--- src/gpio_pkg.sv ---
// constants for the dual general-purpose port block
// assumes a core external register bus of bank select plus slot select
package gpio_pkg;
  localparam int PORT_W = 16;
  localparam int BANK_W = 2;
  localparam int SLOT_W = 3;
  localparam logic [1:0] BANK_MISC = 2'h1;
  localparam logic [1:0] BANK_PORT = 2'h3;
  localparam logic [2:0] SLOT_PA_DIR = 3'h4;
  localparam logic [2:0] SLOT_PA_DATA = 3'h5;
  localparam logic [2:0] SLOT_PB_DIR = 3'h6;
  localparam logic [2:0] SLOT_PB_DATA = 3'h7;
  localparam logic [2:0] SLOT_MISC = 3'h6;
  localparam int IRQ_LO_BIT = 14;
  localparam int IRQ_HI_BIT = 15;
  localparam logic [15:0] VEC_LO = 16'h3fff;
  localparam logic [15:0] VEC_HI = 16'h3ffd;
  // misc control field positions
  localparam int MISC_DAC_LSB = 0;
  localparam int MISC_WAKE_LSB = 4;
  localparam int MISC_IRQ_LO_EN = 8;
  localparam int MISC_IRQ_HI_EN = 9;
  localparam int WAKE_N = 4;
  localparam logic [15:0] DIR_RST = 16'h0000;
  localparam logic [15:0] DATA_RST = 16'h0000;
  localparam logic [15:0] MISC_RST = 16'h0000;
endpackage : gpio_pkg

--- src/irq_edge.sv ---
// rising edge detector for one pin interrupt
// assumes the pin is synchronous to i_ref_clk
`timescale 1ns/1ns
module irq_edge (
  input wire logic i_ref_clk,
  input wire logic i_arst_n,
  input wire logic i_pin,
  input wire logic i_arm,
  output logic o_pulse
);
  logic s1_ff;
  logic s2_ff;
  logic prev_ff;
  always_ff @(posedge i_ref_clk or negedge i_arst_n) begin
    if (!i_arst_n) begin
      s1_ff <= 1'b0;
      s2_ff <= 1'b0;
      prev_ff <= 1'b0;
    end else begin
      s1_ff <= i_pin;
      s2_ff <= s1_ff;
      prev_ff <= s2_ff;
    end
  end
  // low then high sample gives a single pulse per edge
  always_ff @(posedge i_ref_clk or negedge i_arst_n) begin
    if (!i_arst_n) begin
      o_pulse <= 1'b0;
    end else begin
      o_pulse <= i_arm & s2_ff & ~prev_ff;
    end
  end
endmodule : irq_edge

--- src/dual_gpio.sv ---
// two 16-bit general-purpose ports with pin interrupts and wake-up pins
// assumes single-cycle core external register accesses by bank and slot
// Function
// - two independent 16-bit ports, port_a and port_b, are provided.
// - every pin of both ports has its own direction bit.
// - data reads return the pins on inputs and the latch on outputs, and data writes drive only output bits.
// - port_b bits 14 and 15 raise interrupts only while they are inputs.
// - each pin interrupt has its own enable and a disabled one is held back.
// - pin interrupts fire on a rising transition, not on a level.
// - bit 14 requests on irq_line_lo with vector 3FFFh, bit 15 on irq_line_hi with 3FFDh.
// - port_a bits 0 to 3 acting as inputs can each be enabled as a wake-up source.
// - registers lie in the external space of four banks of eight slots.
// - bank 3 slot 4 holds port_a direction and slot 5 port_a data.
// - bank 3 slot 6 holds port_b direction and slot 7 port_b data.
// - interrupt and wake-up enables lie in misc control at bank 1 slot 6.
`timescale 1ns/1ns
module dual_gpio #(
  parameter int PW = gpio_pkg::PORT_W
) (
  input wire logic i_ref_clk,
  input wire logic i_arst_n,
  input wire logic [gpio_pkg::BANK_W-1:0] i_bank,
  input wire logic [gpio_pkg::SLOT_W-1:0] i_slot,
  input wire logic i_wr,
  input wire logic i_rd,
  input wire logic [15:0] i_wdata,
  output logic [15:0] o_rdata,
  input wire logic [PW-1:0] i_port_a,
  output logic [PW-1:0] o_port_a,
  output logic [PW-1:0] o_port_a_oe,
  input wire logic [PW-1:0] i_port_b,
  output logic [PW-1:0] o_port_b,
  output logic [PW-1:0] o_port_b_oe,
  output logic o_irq_line_lo,
  output logic o_irq_line_hi,
  output logic [15:0] o_irq_lo_vector,
  output logic [15:0] o_irq_hi_vector,
  output logic o_wake,
  output logic [3:0] o_tx_pwr_dac
);
  import gpio_pkg::*;

  logic [PW-1:0] a_dir_ff;
  logic [PW-1:0] a_out_ff;
  logic [PW-1:0] b_dir_ff;
  logic [PW-1:0] b_out_ff;
  logic [15:0] misc_ff;
  logic sel_a_dir;
  logic sel_a_data;
  logic sel_b_dir;
  logic sel_b_data;
  logic sel_misc;
  logic [15:0] nxt_rdata;
  logic [WAKE_N-1:0] wake_hit;

  // bank and slot decode
  always_comb begin
    sel_a_dir = 1'b0;
    sel_a_data = 1'b0;
    sel_b_dir = 1'b0;
    sel_b_data = 1'b0;
    sel_misc = 1'b0;
    if (i_bank == BANK_PORT && i_slot == SLOT_PA_DIR) begin
      sel_a_dir = 1'b1;
    end else if (i_bank == BANK_PORT && i_slot == SLOT_PA_DATA) begin
      sel_a_data = 1'b1;
    end else if (i_bank == BANK_PORT && i_slot == SLOT_PB_DIR) begin
      sel_b_dir = 1'b1;
    end else if (i_bank == BANK_PORT && i_slot == SLOT_PB_DATA) begin
      sel_b_data = 1'b1;
    end else if (i_bank == BANK_MISC && i_slot == SLOT_MISC) begin
      sel_misc = 1'b1;
    end
  end

  always_ff @(posedge i_ref_clk or negedge i_arst_n) begin
    if (!i_arst_n) begin
      a_dir_ff <= PW'(DIR_RST);
      b_dir_ff <= PW'(DIR_RST);
    end else if (i_wr) begin
      if (sel_a_dir) begin
        a_dir_ff <= i_wdata[PW-1:0];
      end
      if (sel_b_dir) begin
        b_dir_ff <= i_wdata[PW-1:0];
      end
    end
  end

  // output latches are written whatever the direction, so a pin turned to output
  // shows the last value software left for it
  always_ff @(posedge i_ref_clk or negedge i_arst_n) begin
    if (!i_arst_n) begin
      a_out_ff <= PW'(DATA_RST);
      b_out_ff <= PW'(DATA_RST);
    end else if (i_wr) begin
      if (sel_a_data) begin
        a_out_ff <= i_wdata[PW-1:0];
      end
      if (sel_b_data) begin
        b_out_ff <= i_wdata[PW-1:0];
      end
    end
  end

  always_ff @(posedge i_ref_clk or negedge i_arst_n) begin
    if (!i_arst_n) begin
      misc_ff <= MISC_RST;
    end else if (i_wr && sel_misc) begin
      misc_ff <= i_wdata;
    end
  end

  // pins drive only where direction is output
  assign o_port_a = a_out_ff;
  assign o_port_b = b_out_ff;
  assign o_port_a_oe = a_dir_ff;
  assign o_port_b_oe = b_dir_ff;

  // data reads show pin level on inputs and the latch on outputs
  always_comb begin
    nxt_rdata = 16'h0000;
    if (sel_a_dir) begin
      nxt_rdata = 16'(a_dir_ff);
    end else if (sel_a_data) begin
      nxt_rdata = 16'((i_port_a & ~a_dir_ff) | (a_out_ff & a_dir_ff));
    end else if (sel_b_dir) begin
      nxt_rdata = 16'(b_dir_ff);
    end else if (sel_b_data) begin
      nxt_rdata = 16'((i_port_b & ~b_dir_ff) | (b_out_ff & b_dir_ff));
    end else if (sel_misc) begin
      nxt_rdata = misc_ff;
    end
  end

  always_ff @(posedge i_ref_clk or negedge i_arst_n) begin
    if (!i_arst_n) begin
      o_rdata <= 16'h0000;
    end else if (i_rd) begin
      o_rdata <= nxt_rdata;
    end
  end

  irq_edge u_irq_lo (
    .i_ref_clk(i_ref_clk),
    .i_arst_n(i_arst_n),
    .i_pin(i_port_b[IRQ_LO_BIT]),
    .i_arm(~b_dir_ff[IRQ_LO_BIT] & misc_ff[MISC_IRQ_LO_EN]),
    .o_pulse(o_irq_line_lo)
  );

  irq_edge u_irq_hi (
    .i_ref_clk(i_ref_clk),
    .i_arst_n(i_arst_n),
    .i_pin(i_port_b[IRQ_HI_BIT]),
    .i_arm(~b_dir_ff[IRQ_HI_BIT] & misc_ff[MISC_IRQ_HI_EN]),
    .o_pulse(o_irq_line_hi)
  );

  assign o_irq_lo_vector = VEC_LO;
  assign o_irq_hi_vector = VEC_HI;

  // debounce and bit-clock alignment live in the sleep logic, not here
  genvar gi;
  generate
    for (gi = 0; gi < WAKE_N; gi++) begin : g_wake
      assign wake_hit[gi] = misc_ff[MISC_WAKE_LSB+gi] & ~a_dir_ff[gi] & i_port_a[gi];
    end
  endgenerate

  always_ff @(posedge i_ref_clk or negedge i_arst_n) begin
    if (!i_arst_n) begin
      o_wake <= 1'b0;
    end else begin
      o_wake <= |wake_hit;
    end
  end

  assign o_tx_pwr_dac = misc_ff[MISC_DAC_LSB+3:MISC_DAC_LSB];
endmodule : dual_gpio

--- config.mk ---
export PLATFORM = sky130hd
export DESIGN_NAME = dual_gpio
export DESIGN_NICKNAME = d
export VERILOG_FILES = /design/src/gpio_pkg.sv /design/src/irq_edge.sv /design/src/dual_gpio.sv
export SDC_FILE = /design/constraint.sdc
export NUM_CORES = 1
export LEC_CHECK = 0
export BUFFER_PORTS_ARGS = -buffer_cell sky130_fd_sc_hd__buf_2
export CAP_MARGIN = 25
export CORE_MARGIN = 4
export CORE_UTILIZATION = 50
export CTS_BUF_LIST = sky130_fd_sc_hd__clkbuf_2 sky130_fd_sc_hd__clkbuf_4 sky130_fd_sc_hd__clkbuf_8
export DETAILED_ROUTE_END_ITERATION = 6
export PLACE_DENSITY = 0.79
export SLEW_MARGIN = 20
export SYNTH_ARGS = -nofsm -noshare
export SYNTH_HDL_FRONTEND = slang
export SYNTH_SLANG_ARGS = --single-unit
--- constraint.sdc ---
create_clock -name i_ref_clk -period 1.25 [get_ports i_ref_clk]
set_input_delay 0.3125 -clock i_ref_clk [delete_from_list [all_inputs] [get_ports i_ref_clk]]
set_output_delay 0.3125 -clock i_ref_clk [all_outputs]
set_load 0.02 [all_outputs]
==> results.md <==
* Outcome: complete, but fails checks
* Failing checks: negative setup slack
* Buffers & Inverters on Critical Path at 2
* CTS tree: yes
* Hold Slack at 0.04888 ns
* # diodes at 0
* Area growth syn-to-layout at 50.89%
* Die ar. at 0.01268 mm^2
* Via/cell ratio at 6.233
* Min-delay worst type: in2reg
* CP startpoint kind: flip-flop
* Yosys reg bits at 105
* Root buffer selected by CTS: clkbuf_8
* DR DRC count at 0
* Max VDD drop at 0.9494 mV
* Detail Route Antenna Nets at 0
* Clk buf depth at 2
* Area of the core at 0.01051 mm^2
* Final core area utilization at 78.55%
* PD cells at 1386 mW/mm^2
* Unrepaired setup endpoints after global routing: true
* Critical-path cell list: buf_6, buf_6
* Reg2reg path depth at 5
* CP Class: reg2out
* Placed Instance Area at 0.006654 mm^2
* Largest net degree at the start of global routing at 46
* CP dominant cell by count: buf_6
* Tot GR Track Use at 30.45%
* CP endpoint kind: primary output
* Clock Skew at 0.008484 ns
* Sinks on Clock Net at 105
* Worst-Skew Late Latency at 0.39 ns
* Worst path slowest cell: dfrtp_1
* Ys async rst share at 100.0%
* Post-Synthesis Cell Area at 0.005470 mm^2
* Syn Inst Count at 463
* Syn. warnings at 0
* Routed len/inst at 24.68 um
* Hold Fails Final Rpt at 0
* Syn Area/Cell at 11.81 um^2
* Vias at 5373
* Hpwl dp at 11600 um
* Final period utilization at 109.2%
* Congestion Overflow GR at 0
* Cell depth of the worst setup path at 2
* CP Max Fanout at 2
* Total power at 11.44 mW
* Total CTS buffers at 9
* Achievable frequency at 0.7324 GHz
* Pre-CTS setup slack at -0.3313 ns
* TNS Setup at -2.598 ns
* Die W at 112.6 um
* # port buffers at 143
* Hold Crit Depth at 1
* Crit path max-delay family: flip-flops
* Leakage Power at 4.093 nW
* Max Slew Vio Count at 0
* Io pins at 176
* Share of cells above drive strength 1 at 59.09%
* Final wirelength at 21280 um
* Initial antenna violation count at 0
* Post-route minimum period at 1.365 ns
* CP required at 0.94 ns
* Sequential fraction of the synthesis area at 48.03%
* Final setup viols at 78
* Routability cong. at 0.8773
* Final setup margin at -0.1154 ns
* DRT Pass-1 Iters at 6
* Die Ht at 112.6 um
* Clk slew on worst S/H paths at 0.11 ns
* Non-filler cells, final at 862
* Post-synth EDFFs at 0
* Critical Path Max Stage Delay at 0.42 ns
* Design area at 0.008254 mm^2
* Initial drt markers at 529
* DP Cell Count at 756
* Global-route wire length before repair at 30100 um
* Max-cap violations at 0
* Yosys cell types at 43
* Initial Util at 52.05%
* Rows at 37
* Vias in the first global route at 5397
* WP data arrival at 1.05 ns
* CTS H-Tree Depth at 3
* Fin nets at 778
* Most used DFF post-synth: dfrtp_1
[final cells by class]
type | count | area (um^2)
multi-input combinational | 299 | 2648
fill | 540 | 2255
clock buffer | 11 | 151.4
sequential | 105 | 2639
inverter | 27 | 101.3
clock inverter | 5 | 37.54
tap | 136 | 170.2
timing repair buffer | 279 | 2507
[cell usage in the layout, fill, tap and decap left out, drive strengths merged, types with 6 or more instances in the layout]
| master | Yosys | routed |
|---|---|---|
| a311oi | 11 | 11 |
| a31oi | 28 | 28 |
| clkbuf | 8 | 11 |
| nor2b | 13 | 13 |
| o21ai | 12 | 12 |
| and3 | 14 | 14 |
| dfrtp | 105 | 105 |
| mux2i | 6 | 6 |
| nand2 | 14 | 14 |
| a21oi | 26 | 26 |
| nor2 | 17 | 17 |
| inv | 27 | 29 |
| conb | 2 | 32 |
| buf | 54 | 278 |
| mux2 | 83 | 83 |
| nand3 | 6 | 6 |
| o31ai | 12 | 12 |
[final timing paths]
check / endpoint / start / slack [ns]
setup / recovery: o_port_a_oe[1] / o_port_a_oe[1] / -0.12
hold / removal: u_irq_hi.s1_ff / i_port_b[15] / 0.05
setup reg to reg: o_rdata[11] / o_port_a_oe[11] / -0.11
hold reg to reg: u_irq_lo.s2_ff / u_irq_lo.s1_ff / 0.36
max in group asynchronous: o_port_b_oe[0] / i_arst_n / 0.34
min in group asynchronous: o_port_a[11] / i_arst_n / 0.34
[sequential cells by signal, indices dropped and copies added (netlist names)]
register and cells:
o_port_a 16, u_irq_lo.s1_ff 1, o_rdata 16, u_irq_lo.prev_ff 1, u_irq_hi.s2_ff 1, o_wake 1
u_irq_lo.o_pulse 1, misc_ff 16, o_port_b_oe 16, u_irq_hi.prev_ff 1, u_irq_hi.s1_ff 1, u_irq_hi.o_pulse 1
u_irq_lo.s2_ff 1, o_port_a_oe 16, o_port_b 16
[what timing repair did]
item / CTS / global route
pin swaps: 4 / 20
setup buffers: 72 / 16
setup endpoints to repair: 80 / 100
gates resized for setup: 158 / 66
cloned: 0 / 1
hold endpoints to repair: 17 / 0
hold buffers: 1 / 0
[cell usage after synthesis (2+ instances only)]
| library cell | n | area (um^2) |
|---|---|---|
| a311oi_1 | 11 | 96.34 |
| nor2b_1 | 13 | 81.33 |
| nor2_1 | 15 | 56.30 |
| clkbuf_1 | 8 | 30.03 |
| and3_1 | 9 | 56.30 |
| mux2_2 | 33 | 371.6 |
| nor4bb_1 | 2 | 20.02 |
| nand3_1 | 4 | 20.02 |
| buf_4 | 38 | 285.3 |
| mux2_1 | 10 | 112.6 |
| mux2i_1 | 6 | 60.06 |
| nand3b_1 | 2 | 15.01 |
| nor2_2 | 2 | 12.51 |
| nand2_1 | 14 | 52.55 |
| buf_2 | 8 | 40.04 |
| a21oi_1 | 26 | 130.1 |
| a31oi_1 | 28 | 175.2 |
| o32a_1 | 3 | 30.03 |
| dfrtp_1 | 105 | 2628 |
| nand2b_1 | 4 | 25.02 |
| buf_6 | 6 | 67.56 |
| mux2_4 | 40 | 600.6 |
| and3_2 | 4 | 30.03 |
| inv_1 | 27 | 101.4 |
| conb_1 | 2 | 7.510 |
| o22ai_1 | 4 | 25.02 |
| o21ai_0 | 12 | 60.06 |
| o31ai_1 | 12 | 90.09 |
[report_power, final]
group | switching, mW | internal (mW)
registers | 0.593 | 3.96
clock network | 1.29 | 0.850
logic | 2.20 | 2.55
total | 4.08 | 7.37
[per-layer routing]
| metal | vias up | part of all wire (%) | track usage, % |
|---|---|---|---|
| met4 | 0 | 7.5 | 16.27 |
| met5 | - | 0 | 0 |
| met1 | 2634 | 35 | 37.52 |
| met2 | 485 | 48 | 50.79 |
| met3 | 145 | 10 | 5.499 |
| li1 | 2109 | - | - |
[kinds of logic after synthesis]
family / synth area share [%]
flip-flops: 48.03
multiplexers: 20.93
AND/OR/NAND/NOR: 8.806
other: 0.1373
AO/OA/AOI/OAI: 11.87
buffers and inverters: 10.22
(Power assumes the default switching activity.)
